===== src/core/spi_regmap_defs.svh =====
`ifndef SPI_REGMAP_DEFS_SVH
`define SPI_REGMAP_DEFS_SVH
// ----------------------------------------
// widths
// ----------------------------------------
`define AW 7
`define EV_W 8
`define PIN_W 16
// ----------------------------------------
// byte offsets
// ----------------------------------------
`define OFS_GRST 7'h00
`define OFS_GCFG 7'h04
`define OFS_INTEN 7'h08
`define OFS_INTLVL 7'h0c
`define OFS_FLAGS 7'h10
`define OFS_PFUN 7'h14
`define OFS_PDIR 7'h18
`define OFS_PIN 7'h1c
`define OFS_POUT 7'h20
`define OFS_PSET 7'h24
`define OFS_PCLR 7'h28
`define OFS_TXD0 7'h38
`define OFS_TXD1 7'h3c
`define OFS_RXB 7'h40
`define OFS_RXDBG 7'h44
`define OFS_DELAY 7'h48
`define OFS_IDLE 7'h4c
`define OFS_FMT0 7'h50
`define OFS_FMT3 7'h5c
`define OFS_VEC 7'h64
// ----------------------------------------
// fields and masks
// ----------------------------------------
`define GRST_BIT 0
`define CFG_ROLE 0
`define CFG_CLOCK_SOURCE_MODE 1
`define CFG_SLEEP 8
`define CFG_WRAP 16
`define CFG_EN 24
`define CFG_MASK 32'h0101_0103
`define GRST_MASK 32'h0000_0001
`define TXD_MASK 32'h0000_ffff
`define FSEL_LO 24
`define FMT_POL 17
`define DMA_REQ_BIT 24
`define FMT_IDX_LO 2
`define RXE_BIT 31
`define PIN_CLK 0
`define PIN_SIMO 1
`define PIN_SOMI 2
`define ZERO32 32'h0000_0000
`define RESP_OK 2'h0
`endif


===== src/core/spi_regmap_pkg.sv =====
`include "spi_regmap_defs.svh"
package spi_regmap_pkg;
    // ----------------------------------------
    // bus carriers
    // ----------------------------------------
    typedef struct packed {
        logic awvalid;
        logic [`AW-1:0] awaddr;
        logic wvalid;
        logic [31:0] wdata;
        logic [3:0] wstrb;
        logic bready;
        logic arvalid;
        logic [`AW-1:0] araddr;
        logic rready;
    } axi_req_type;
    typedef struct packed {
        logic awready;
        logic wready;
        logic bvalid;
        logic [1:0] bresp;
        logic arready;
        logic rvalid;
        logic [31:0] rdata;
        logic [1:0] rresp;
    } axi_rsp_type;
    // ----------------------------------------
    // controls toward the serial engine
    // ----------------------------------------
    typedef struct packed {
        logic module_rst_n;
        logic enable;
        logic master;
        logic clock_source_mode;
        logic local_sleep;
        logic wrap_active;
        logic tx_load;
        logic [15:0] tx_data;
        logic [1:0] format_select;
        logic [31:0] char_format;
        logic [31:0] delays;
        logic [31:0] idle_level;
        logic [31:0] int_level;
        logic dma_request_enable;
    } ctrl_type;
endpackage : spi_regmap_pkg


===== src/core/spi_global_control_regmap.sv =====
// Decided for this implementation: register access over AXI4-Lite.
`timescale 1ns/100ps
`include "spi_regmap_defs.svh"
// What this block does
// - module held in reset while reset bit is 0, released at 1
// - format select picks one of four formats; target role uses format 0
// - delay register applies in controller role only
// - reserved bits read zero, writes to them ignored
// - registers decoded at fixed byte offsets 0h to 64h
// - enable cleared zeroes tx data, flags, rx buffer; rx empty stays set
// - sleep gates internal clocks; register accesses still clocked
// - wrap test with data pins functional loops data, idles clock pin
module spi_global_control_regmap (
    input wire logic aclk, // bus clock
    input wire logic aresetn, // sync reset
    input wire spi_regmap_pkg::axi_req_type axi_in, // bus request
    output spi_regmap_pkg::axi_rsp_type axi_out, // bus answer
    input wire logic [`EV_W-1:0] events, // engine event pulses
    input wire logic rx_valid, // received char pulse
    input wire logic [15:0] rx_data, // received char
    input wire logic [`PIN_W-1:0] pin_in, // pin levels
    input wire logic [`PIN_W-1:0] func_out, // engine pin drive
    input wire logic [`PIN_W-1:0] func_oe, // engine pin enable
    output logic [`PIN_W-1:0] pin_out, // pin drive value
    output logic [`PIN_W-1:0] pin_oe, // pin drive enable
    output spi_regmap_pkg::ctrl_type ctrl, // engine controls
    output logic core_clk_en, // internal clock gate
    output logic irq // level interrupt
);
    import spi_regmap_pkg::*;

    // ----------------------------------------
    // state
    // ----------------------------------------
    typedef struct packed {
        logic aw_held;
        logic [`AW-1:0] awaddr;
        logic w_held;
        logic [31:0] wdata;
        logic [3:0] wstrb;
        logic bvalid;
        logic rvalid;
        logic [31:0] rdata;
        logic grst;
        logic [31:0] cfg;
        logic [31:0] int_en;
        logic [31:0] int_lvl;
        logic [`EV_W-1:0] flags;
        logic [`PIN_W-1:0] pfun;
        logic [`PIN_W-1:0] pdir;
        logic [`PIN_W-1:0] pout;
        logic [31:0] txd0;
        logic [31:0] txd1;
        logic tx_load;
        logic [15:0] rxd;
        logic rx_empty;
        logic [31:0] delays;
        logic [31:0] idle_def;
        logic [3:0][31:0] fmt;
    } state_type;

    state_type s_q;
    state_type s_d;
    logic [`PIN_W-1:0] drv_val;
    logic wrap_on;
    logic [1:0] fsel;

    // ----------------------------------------
    // helpers
    // ----------------------------------------
    // byte lane merge of a write onto an old word
    function automatic logic [31:0] merge(
        input logic [31:0] old,
        input logic [31:0] nw,
        input logic [3:0] be
    );
        logic [31:0] r;
        r = old;
        for (int i = 0; i < 4; i++) begin
            if (be[i]) begin
                r[8*i +: 8] = nw[8*i +: 8];
            end
        end
        return r;
    endfunction : merge

    // lowest pending enabled event, plus one; zero when none
    function automatic logic [31:0] vec_of(input logic [`EV_W-1:0] p);
        logic [31:0] v;
        v = `ZERO32;
        for (int i = `EV_W - 1; i >= 0; i--) begin
            if (p[i]) begin
                v = 32'(i + 1);
            end
        end
        return v;
    endfunction : vec_of

    // the four format words form one aligned run; both decodes share this test
    function automatic logic is_fmt(input logic [`AW-1:0] a);
        return (a >= `OFS_FMT0) && (a <= `OFS_FMT3) && (a[1:0] == 2'h0);
    endfunction : is_fmt

    // word number inside the format run
    function automatic logic [1:0] fmt_idx(input logic [`AW-1:0] a);
        return a[`FMT_IDX_LO +: 2];
    endfunction : fmt_idx

    // state of a register block that has just been reset
    function automatic state_type cleared(input state_type st);
        state_type r;
        r = st;
        r.cfg = `ZERO32;
        r.int_en = `ZERO32;
        r.int_lvl = `ZERO32;
        r.flags = '0;
        r.pfun = '0;
        r.pdir = '0;
        r.pout = '0;
        r.txd0 = `ZERO32;
        r.txd1 = `ZERO32;
        r.tx_load = 1'b0;
        r.rxd = '0;
        r.rx_empty = 1'b1;
        r.delays = `ZERO32;
        r.idle_def = `ZERO32;
        r.fmt = '0;
        return r;
    endfunction : cleared

    // ----------------------------------------
    // pin routing and derived controls
    // ----------------------------------------
    // target role only ever uses the first format
    assign fsel = s_q.cfg[`CFG_ROLE] ? s_q.txd1[`FSEL_LO +: 2] : 2'h0;
    // wrap needs both data pins in serial function, otherwise pins behave normally
    assign wrap_on = s_q.cfg[`CFG_WRAP] & s_q.pfun[`PIN_SIMO] & s_q.pfun[`PIN_SOMI];

    // functional pins follow the engine, others follow gpio registers
    always_comb begin
        for (int i = 0; i < `PIN_W; i++) begin
            pin_out[i] = s_q.pfun[i] ? func_out[i] : s_q.pout[i];
            pin_oe[i] = s_q.pfun[i] ? func_oe[i] : s_q.pdir[i];
        end
        // wrap test: data pins float, clock rests at its idle level
        if (wrap_on) begin
            pin_oe[`PIN_SIMO] = 1'b0;
            pin_oe[`PIN_SOMI] = 1'b0;
            pin_out[`PIN_CLK] = s_q.fmt[fsel][`FMT_POL];
            pin_oe[`PIN_CLK] = s_q.pfun[`PIN_CLK];
        end
    end

    // input view shows what is driven on output pins
    always_comb begin
        for (int i = 0; i < `PIN_W; i++) begin
            drv_val[i] = pin_oe[i] ? pin_out[i] : pin_in[i];
        end
    end

    // engine controls
    always_comb begin
        ctrl.module_rst_n = s_q.grst;
        ctrl.enable = s_q.cfg[`CFG_EN];
        ctrl.master = s_q.cfg[`CFG_ROLE];
        ctrl.clock_source_mode = s_q.cfg[`CFG_CLOCK_SOURCE_MODE];
        ctrl.local_sleep = s_q.cfg[`CFG_SLEEP];
        ctrl.wrap_active = wrap_on;
        ctrl.tx_load = s_q.tx_load;
        ctrl.tx_data = s_q.txd1[15:0];
        ctrl.format_select = fsel;
        ctrl.char_format = s_q.fmt[fsel];
        // delays mean nothing to a target, so it sees zero
        ctrl.delays = s_q.cfg[`CFG_ROLE] ? s_q.delays : `ZERO32;
        ctrl.idle_level = s_q.idle_def;
        ctrl.int_level = s_q.int_lvl;
        // dma requests have their own enable, set by software after the block is on
        ctrl.dma_request_enable = s_q.int_en[`DMA_REQ_BIT];
    end

    // sleep stops internal logic, but any bus access wakes it for itself
    assign core_clk_en = ~s_q.cfg[`CFG_SLEEP] | axi_in.awvalid | axi_in.wvalid
        | axi_in.arvalid | s_q.aw_held | s_q.w_held | s_q.bvalid | s_q.rvalid;

    // level output: stays high until the flag is cleared or masked
    assign irq = |(s_q.flags & s_q.int_en[`EV_W-1:0]);

    // ----------------------------------------
    // bus handshakes
    // ----------------------------------------
    // one write and one read at a time; a pending answer blocks new requests
    always_comb begin
        axi_out.awready = ~s_q.aw_held & ~s_q.bvalid;
        axi_out.wready = ~s_q.w_held & ~s_q.bvalid;
        axi_out.bvalid = s_q.bvalid;
        axi_out.bresp = `RESP_OK;
        axi_out.arready = ~s_q.rvalid;
        axi_out.rvalid = s_q.rvalid;
        axi_out.rdata = s_q.rdata;
        axi_out.rresp = `RESP_OK;
    end

    // ----------------------------------------
    // next state
    // ----------------------------------------
    always_comb begin
        logic [31:0] wv;
        logic [31:0] w1;
        logic [31:0] rd;
        logic [`EV_W-1:0] clr;
        wv = `ZERO32;
        w1 = `ZERO32;
        rd = `ZERO32;
        clr = '0;
        s_d = s_q;
        s_d.tx_load = 1'b0;

        // address and data may arrive in either order
        if (axi_in.awvalid && axi_out.awready) begin
            s_d.aw_held = 1'b1;
            s_d.awaddr = axi_in.awaddr;
        end
        if (axi_in.wvalid && axi_out.wready) begin
            s_d.w_held = 1'b1;
            s_d.wdata = axi_in.wdata;
            s_d.wstrb = axi_in.wstrb;
        end

        // write commits one cycle after both halves are held
        if (s_q.aw_held && s_q.w_held) begin
            s_d.aw_held = 1'b0;
            s_d.w_held = 1'b0;
            s_d.bvalid = 1'b1;
            w1 = merge(`ZERO32, s_q.wdata, s_q.wstrb);
            case (s_q.awaddr)
                `OFS_GRST: begin
                    // only bit 0 is kept, the rest reads back as zero
                    wv = merge({31'h0, s_q.grst}, s_q.wdata, s_q.wstrb);
                    s_d.grst = wv[`GRST_BIT];
                end
                `OFS_GCFG: begin
                    wv = merge(s_q.cfg, s_q.wdata, s_q.wstrb);
                    s_d.cfg = wv & `CFG_MASK;
                end
                `OFS_INTEN: s_d.int_en = merge(s_q.int_en, s_q.wdata, s_q.wstrb);
                `OFS_INTLVL: s_d.int_lvl = merge(s_q.int_lvl, s_q.wdata, s_q.wstrb);
                `OFS_FLAGS: clr = w1[`EV_W-1:0];
                `OFS_PFUN: begin
                    wv = merge({16'h0, s_q.pfun}, s_q.wdata, s_q.wstrb);
                    s_d.pfun = wv[`PIN_W-1:0];
                end
                `OFS_PDIR: begin
                    wv = merge({16'h0, s_q.pdir}, s_q.wdata, s_q.wstrb);
                    s_d.pdir = wv[`PIN_W-1:0];
                end
                `OFS_POUT: begin
                    wv = merge({16'h0, s_q.pout}, s_q.wdata, s_q.wstrb);
                    s_d.pout = wv[`PIN_W-1:0];
                end
                // set and clear ports avoid read-modify-write races
                `OFS_PSET: s_d.pout = s_q.pout | w1[`PIN_W-1:0];
                `OFS_PCLR: s_d.pout = s_q.pout & ~w1[`PIN_W-1:0];
                `OFS_TXD0: begin
                    wv = merge(s_q.txd0, s_q.wdata, s_q.wstrb);
                    s_d.txd0 = wv & `TXD_MASK;
                    s_d.txd1 = (s_q.txd1 & ~`TXD_MASK) | (wv & `TXD_MASK);
                    s_d.tx_load = 1'b1;
                end
                // either data word loads the engine; the mirror keeps the low 16 bits of both views equal
                `OFS_TXD1: begin
                    s_d.txd1 = merge(s_q.txd1, s_q.wdata, s_q.wstrb);
                    s_d.txd0 = s_d.txd1 & `TXD_MASK;
                    s_d.tx_load = 1'b1;
                end
                `OFS_DELAY: s_d.delays = merge(s_q.delays, s_q.wdata, s_q.wstrb);
                `OFS_IDLE: s_d.idle_def = merge(s_q.idle_def, s_q.wdata, s_q.wstrb);
                default: begin
                    // format words sit in one aligned run of four
                    if (is_fmt(s_q.awaddr)) begin
                        s_d.fmt[fmt_idx(s_q.awaddr)] =
                            merge(s_q.fmt[fmt_idx(s_q.awaddr)], s_q.wdata, s_q.wstrb);
                    end
                    // any other offset is read-only or unassigned and the write is dropped
                end
            endcase
        end
        // the answer stands until the master takes it
        if (s_q.bvalid && axi_in.bready) begin
            s_d.bvalid = 1'b0;
        end

        // read: data captured at address acceptance
        if (axi_in.arvalid && axi_out.arready) begin
            case (axi_in.araddr)
                `OFS_GRST: rd = {31'h0, s_q.grst};
                `OFS_GCFG: rd = s_q.cfg;
                `OFS_INTEN: rd = s_q.int_en;
                `OFS_INTLVL: rd = s_q.int_lvl;
                `OFS_FLAGS: rd = 32'(s_q.flags);
                `OFS_PFUN: rd = 32'(s_q.pfun);
                `OFS_PDIR: rd = 32'(s_q.pdir);
                `OFS_PIN: rd = 32'(drv_val);
                `OFS_POUT: rd = 32'(s_q.pout);
                `OFS_PSET: rd = 32'(s_q.pout);
                `OFS_PCLR: rd = 32'(s_q.pout);
                `OFS_TXD0: rd = s_q.txd0;
                `OFS_TXD1: rd = s_q.txd1;
                `OFS_RXB: begin
                    rd = {s_q.rx_empty, 15'h0, s_q.rxd};
                    s_d.rx_empty = 1'b1; // reading consumes the char
                end
                // debug view has no read side effect
                `OFS_RXDBG: rd = {s_q.rx_empty, 15'h0, s_q.rxd};
                `OFS_DELAY: rd = s_q.delays;
                `OFS_IDLE: rd = s_q.idle_def;
                // vector reads have no side effect; flags are cleared by writing
                `OFS_VEC: rd = vec_of(s_q.flags & s_q.int_en[`EV_W-1:0]);
                default: begin
                    rd = `ZERO32;
                    if (is_fmt(axi_in.araddr)) begin
                        rd = s_q.fmt[fmt_idx(axi_in.araddr)];
                    end
                end
            endcase
            // read data is registered so it stands until taken
            s_d.rvalid = 1'b1;
            s_d.rdata = rd;
        end else if (s_q.rvalid && axi_in.rready) begin
            s_d.rvalid = 1'b0;
        end

        // sticky events: a set in the clearing cycle survives
        s_d.flags = (s_q.flags & ~clr) | events;
        // new data beats a same-cycle read that sets the empty flag
        if (rx_valid) begin
            s_d.rxd = rx_data;
            s_d.rx_empty = 1'b0;
        end

        // disabled block keeps no stale data or flags
        if (!s_d.cfg[`CFG_EN]) begin
            s_d.txd0 = s_d.txd0 & ~`TXD_MASK;
            s_d.txd1 = s_d.txd1 & ~`TXD_MASK;
            s_d.flags = '0;
            s_d.rxd = '0;
            s_d.rx_empty = 1'b1;
            s_d.tx_load = 1'b0;
        end

        // while held in reset only the reset word itself is writable
        if (!s_q.grst) begin
            s_d = cleared(s_d);
        end
    end

    // ----------------------------------------
    // registers
    // ----------------------------------------
    always_ff @(posedge aclk) begin
        if (!aresetn) begin
            // an empty receive buffer is the idle state, so its flag starts set
            s_q <= '0;
            s_q.rx_empty <= 1'b1;
        end else begin
            s_q <= s_d;
        end
    end
endmodule : spi_global_control_regmap


===== config.mk =====
export PLATFORM = sky130hd
export DESIGN_NAME = spi_global_control_regmap
export DESIGN_NICKNAME = d
export VERILOG_FILES = /design/src/core/spi_regmap_pkg.sv /design/src/core/spi_global_control_regmap.sv
export VERILOG_INCLUDE_DIRS = /design/src /design/src/core
export SDC_FILE = /design/constraint.sdc
export NUM_CORES = 1
export LEC_CHECK = 0
export ABC_AREA = 1
export BUFFER_PORTS_ARGS = -buffer_cell sky130_fd_sc_hd__clkbuf_2
export CAP_MARGIN = 30
export CORE_AREA = 2 2 157 274
export DETAILED_ROUTE_END_ITERATION = 8
export DIE_AREA = 0 0 159 276
export PLACE_DENSITY = 0.78
export SYNTH_ARGS = -nofsm -noshare
export SYNTH_HDL_FRONTEND = slang
export SYNTH_SLANG_ARGS = --single-unit

===== constraint.sdc =====
create_clock -name aclk -period 4.3 [get_ports aclk]
set_input_delay 0.215 -clock aclk [delete_from_list [all_inputs] [get_ports aclk]]
set_output_delay 0.215 -clock aclk [all_outputs]
set_load 0.03 [all_outputs]

==> results.yml, run 1 <==
clock_network:
  holdBufCountCts: 57
  cts.clk_slew.worst_paths_ns: 0.07
  cts_sinks: 447
  cts_made_buffers: 42
  cts-htree-levels: 2
  post_cts_resized: 0
  cts_tree: "yes"
  cts-root-buf: "clkbuf_16"
  cts_setup_buffers: 0
  clkLatencyLatePin_ns: 0.57
  clockBufferDepth: 3
placed_design:
  io_buffers: 354
  post-dp-hpwl_um: 63700
  gp_congestion: 1.01
synthesis:
  yosysSeqAreaShare: 0.394
  synth-seq-cells: 447
  syn_area_um2: 22700
  synth_cells: 3352
  yosys_warnings: 0
  synth_cell_types: 46
  avgSynthCellArea_um2: 6.77
grt:
  grt_antenna_before_repair: 1
  grtUsageTotal: 0.389
  grt_max_degree: 145
  overflow: 0
  grt_pass1_wl_um: 134000
  grt_pass1_vias: 22800
drt:
  wl_per_cell_um: 21.8
  ant_nets: 0
  drt-initial-drc-count: 3053
  vias: 24800
  drcViolationCount: 0
  dr.pass1.iters: 6
  vias_per_cell: 6.01
  routed_wl_um: 90000
finish:
  multi_input_area_um2: 10600
  nets: 3672
  drive_above_1_share: 0.149
  regArea_um2: 8950
  post-route-util: 0.621
  syn_to_final_growth_pct: 13.9
  nFillCells: 3912
pwr:
  p_per_area_nw_per_um2: 348
  vdd_drop_max_mv: 0.256
  p_leak_nw: 10.8
  total_power_w: 0.00901
floorplanning:
  die_w_um: 159
  dieArea_um2: 43900
  die_h_um: 276
  ioPinCount: 359
  initial_core_util: 0.545
  num_rows: 99
  core_um2: 41600
timing:
  whs_ns: 0.0330
  max_slew_margin: 0.283
  rsz0062_at_grt: "no"
  hold_violations: 0
  fin_crit_sh: 0.785
  clock.fmax_ghz: 0.296
  finalSetupTns_ns: 0
  fin_skew_ns: 0.0196
  period_minus_slack_ns: 3.37
  slew_viol_final: 0
  setup-violations-final: 0
  tightest_slew_ns: 1.07
worst_setup_path:
  crit_path_start_kind: "flop"
  crit_fanout: 88
  crit_buf_inv: 3
  slowest_stage: "buf_4"
  crit_family: "buffers and inverters"
  cp_data_arrival_time_ns: 3.16
  cp_slowest_stage_delay_ns: 0.68
  worstPathRequired_ns: 4.09
  r2r_slack_ns: 1.35
  criticalPathCategory: "flop to output pin"
  cp-startpoint: "ctrl[151]$_SDFFE_PN0P_"
  crit_chain: "nand2_2, buf_4, inv_1, a21oi_1, o21ai_0, o31ai_1, clkbuf_2"
  end_kind: "output pin"
  r2r_start: "s_q[500]$_SDFFE_PN0P_"
hold_path:
  hold_class: "input port to flop"
  hp-start: "axi_in[28]"
status:
  status: "completed"
flow_run:
  drv_cap: 0
==> cell usage after synthesis (all sizes together) <==
library cell / number / area (um2)
conb: 1 / 3.75
nor3: 11 / 82.6
a311oi: 1 / 8.76
o22ai: 60 / 375
nand2: 707 / 2690
inv: 396 / 1490
a22oi: 13 / 97.6
nand3b: 2 / 15.0
o21a: 9 / 67.6
or2: 3 / 18.8
a21boi: 7 / 52.6
a211oi: 4 / 40.0
a31oi: 1 / 6.26
nor3b: 2 / 15.0
clkbuf: 118 / 443
nor4: 2 / 12.5
o2111ai: 20 / 175
clkinv: 3 / 11.3
buf: 193 / 1280
a21oi: 440 / 2210
o21ai: 478 / 2390
nor2: 218 / 902
o221ai: 4 / 35.0
or3: 1 / 6.26
o2bb2ai: 10 / 87.6
nand4: 2 / 12.5
o211ai: 79 / 593
a22o: 1 / 8.76
o32ai: 4 / 35.0
a41oi: 1 / 8.76
o31ai: 4 / 30.0
nand3: 110 / 551
dfxtp: 447 / 8950
==> stage by stage <==
stage	instance area, um2	std cells	setup WS (ns)
2_1_floorplan	22700	3355	1.91
3_3_place_gp	23800	3995	1.55
3_5_place_dp	23800	3996	1.52
4_1_cts	25900	4130	1.03
5_1_grt	25900	4131	0.746
6_report	25900	4132	0.925
==> final cells by class <==
class / count / area share
multi-input combinational: 2198 / 0.409
tap: 555 / 0.0268
clock buffer: 61 / 0.0490
clock inverter: 16 / 0.00711
inverter: 399 / 0.0581
antenna: 2 / 0.000193
timing repair buffer: 454 / 0.104
sequential: 447 / 0.346
==> cell usage in the layout, fill, tap and decap left out, types with 9 or more instances in the layout <==
cell type / instances
o2111ai_1: 20
nor2_1: 192
dfxtp_1: 447
dlygate4sd3_1: 57
a21oi_1: 439
o21a_1: 9
o22ai_1: 60
o21ai_0: 458
o21ai_1: 20
clkbuf_16: 45
a22oi_1: 13
nand2_1: 695
nor2_2: 17
o2bb2ai_1: 10
inv_1: 379
nand3_1: 110
clkinv_2: 11
o211ai_1: 79
inv_2: 17
clkbuf_2: 354
buf_4: 41
nand2_2: 10
==> tightest hold or removal path, delay by kind of cell <==
family	cells	cell delay [ns]
AO/OA/AOI/OAI	2	0.26
buffers and inverters	1	0.07
==> cells by family after synthesis <==
kind of cell           share of synthesized area
AOI/OAI and AO/OA                          0.274
buffers and inverters                      0.142
DFF                                        0.394
other                                   0.000165
and+or+nand+nor                            0.190
==> registers in the layout, indices dropped and copies added (netlist names) <==
register and flops:
ctrl 71, s_q 342, axi_out 34
==> path summary, 6_finish.rpt <==
check / to / cells after the start
worst max-delay path: ctrl[110] / 7
worst min-delay path: s_q[479]$_SDFFE_PN0P_ / 3
worst max register to register: ctrl[55]$_SDFFE_PN0P_ / 9
worst min register to register: s_q[376]$_SDFFE_PN0P_ / 2
==> where the power goes <==
group	total (W)	internal, W	leakage, nW	switching (W)
registers	0.00431	0.00419	3.61	0.000120
clock network	0.00401	0.00229	0.726	0.00172
logic	0.000680	0.000191	6.50	0.000489
total	0.00901	0.00668	10.8	0.00233
==> metal layers <==
layer / vias to the layer above / share of wire / global-route usage
li1: 11300 / - / -
met1: 11300 / 0.34 / 0.440
met2: 1729 / 0.45 / 0.629
met3: 482 / 0.10 / 0.0767
met4: 0 / 0.10 / 0.329
met5: - / 0 / 0
Power figures use the tool's default switching activity.
==> run 2: changes to the inputs <==
- CORE_AREA: 2 2 157 274 -> 2 2 161 282
- DIE_AREA: 0 0 159 276 -> 0 0 163 284
- clock period: 4.3 -> 2.8 ns (I/O delays scaled with it)
==> run 2 against run 1 <==
Compared with the run above:
- total power is 55% higher
- count of clock-buffer cells in the layout is 7 lower
- clock power is 55% higher
- global-route usage is 1.0 points lower
- routed wire length is 1.2% higher
- final area is 1.7% higher
- worst setup slack worse by 0.88 ns
- critical path depth is 1 lower
- critical path type unchanged
- highest routed layer is now met5
==> results.yml, run 2 (same netlist as run 1, synthesis figures left out) <==
status:
  status: "completed"
timing:
  finalSetupTns_ns: 0
  tightest_slew_ns: 0.758
  period_minus_slack_ns: 2.76
  hold_violations: 0
  fin_crit_sh: 0.984
  fin_skew_ns: 0.0205
  max_slew_margin: 0.494
  clock.fmax_ghz: 0.363
  rsz0062_at_grt: "no"
  slew_viol_final: 0
  setup-violations-final: 0
clock_network:
  post_cts_resized: 0
  cts_made_buffers: 42
  cts_tree: "yes"
  cts-htree-levels: 2
  cts.clk_slew.worst_paths_ns: 0.07
  clkLatencyLatePin_ns: 0.57
  cts_sinks: 447
  clockBufferDepth: 3
  cts-root-buf: "clkbuf_16"
drt:
  wl_per_cell_um: 21.7
  dr.pass1.iters: 8
  drt-initial-drc-count: 3188
  ant_nets: 0
  vias: 25100
  routed_wl_um: 91100
  drcViolationCount: 0
  vias_per_cell: 6.00
floorplanning:
  initial_core_util: 0.516
  core_um2: 44000
  num_rows: 102
  die_h_um: 284
  die_w_um: 163
  ioPinCount: 359
  dieArea_um2: 46300
hold_path:
  hold_class: "input port to flop"
worst_setup_path:
  end_kind: "output pin"
  cp_data_arrival_time_ns: 2.62
  crit_path_start_kind: "flop"
  worstPathRequired_ns: 2.66
  criticalPathCategory: "flop to output pin"
  crit_fanout: 21
pwr:
  p_clk_frac: 0.445
  p_leak_nw: 11.1
  combPwrFrac: 0.082
  total_power_w: 0.0139
  p_per_area_nw_per_um2: 530
  intPower_w: 0.0103
  vdd_drop_max_mv: 0.496
  p_switching_w: 0.00361
  swShare: 0.259
  seqPwrFrac: 0.473
placed_design:
  io_buffers: 354
  gp_congestion: 1.00
  post-dp-hpwl_um: 65600
finish:
  nFillCells: 4105
  post-route-util: 0.597
  layout_common_cells: "nand2_1, o21ai_0, dfxtp_1, a21oi_1, inv_1"
  regArea_um2: 8950
  regMostFlops: "s_q"
  multi_input_area_um2: 10600
  largest_reg_flops: 342
  final_common_cell: "nand2_1"
  nets: 3717
  drive_above_1_share: 0.158
  syn_to_final_growth_pct: 15.9
grt:
  overflow: 0
  grt_antenna_before_repair: 6
  grt_pass1_vias: 23200
  grt_max_degree: 105
  grt_pass1_wl_um: 135000
  grtUsageTotal: 0.379
flow_run:
  drv_cap: 0
==> run 2: changes by cell type in the layout (fill, tap and decap cells not counted), sizes merged, moves of 2 or more <==
cell	before	now
clkbuf	415	408
buf	43	81
bufinv	4	6
dlygate4sd3	57	64
==> run 2: worst paths after layout <==
kind | start | to | slack (ns) | cells after the start
hold / removal | axi_in[35] | s_q[486]$_SDFFE_PN0P_ | 0.04 | 3
setup reg to reg | s_q[461]$_SDFFE_PN0P_ | s_q[294]$_SDFFE_PN0P_ | 0.40 | 5
hold reg to reg | s_q[374]$_SDFFE_PN0P_ | s_q[374]$_SDFFE_PN0P_ | 0.45 | 2
setup / recovery | s_q[235]$_SDFFE_PN0P_ | ctrl[98] | 0.04 | 6
==> run 2: through the flow <==
stage / instances / worst slack [ns] / hold slack, ns / cell area (um2)
2_1_floorplan: 3355 / 0.486 / 0.239 / 22700
3_3_place_gp: 4050 / 0.378 / 0.363 / 24200
3_5_place_dp: 4050 / 0.340 / 0.366 / 24200
4_1_cts: 4189 / 0.149 / 0.0155 / 26300
5_1_grt: 4190 / 0.0335 / 0.0112 / 26300
6_report: 4191 / 0.0443 / 0.0395 / 26300
==> run 2: power by group through the flow <==
stage / Clock, W / Combinational [W] / Sequential [W]
after global routing: 0.00640 / 0.00120 / 0.00659
final: 0.00620 / 0.00114 / 0.00660
after CTS: 0.00616 / 0.00109 / 0.00659
after floorplan: 0 / 0.000598 / 0.00665
after global placement: 0 / 0.00101 / 0.00673
after detailed placement: 0 / 0.00102 / 0.00673
==> run 2: layout make-up <==
type                    instances  area share
diodes                          1   0.0000951
clock inverters                21      0.0101
well taps                     572      0.0272
multi-input cells            2198       0.402
flip-flops and latches        447       0.340
clock buffers                  54      0.0451
inverters                     399      0.0571
repair buffers                499       0.118
==> run 2: critical path, stage by stage, from the launching register on <==
cell and delay, ns:
dfxtp_1 0.39, nand2_1 0.14, buf_4 0.32, inv_1 0.28, buf_4 0.25, o31ai_1 0.38
clkbuf_2 0.28
==> run 2: routing by layer <==
layer,track usage,share of wire
met5,0,0.00076
met4,0.289,0.094
met3,0.0751,0.10
met2,0.618,0.46
met1,0.432,0.35
==> run 2: timing repair <==
item                                   4_1_cts  5_1_grt
buffers inserted                             0        0
endpoints found under the hold margin       64        0
hold buffers                                64        0
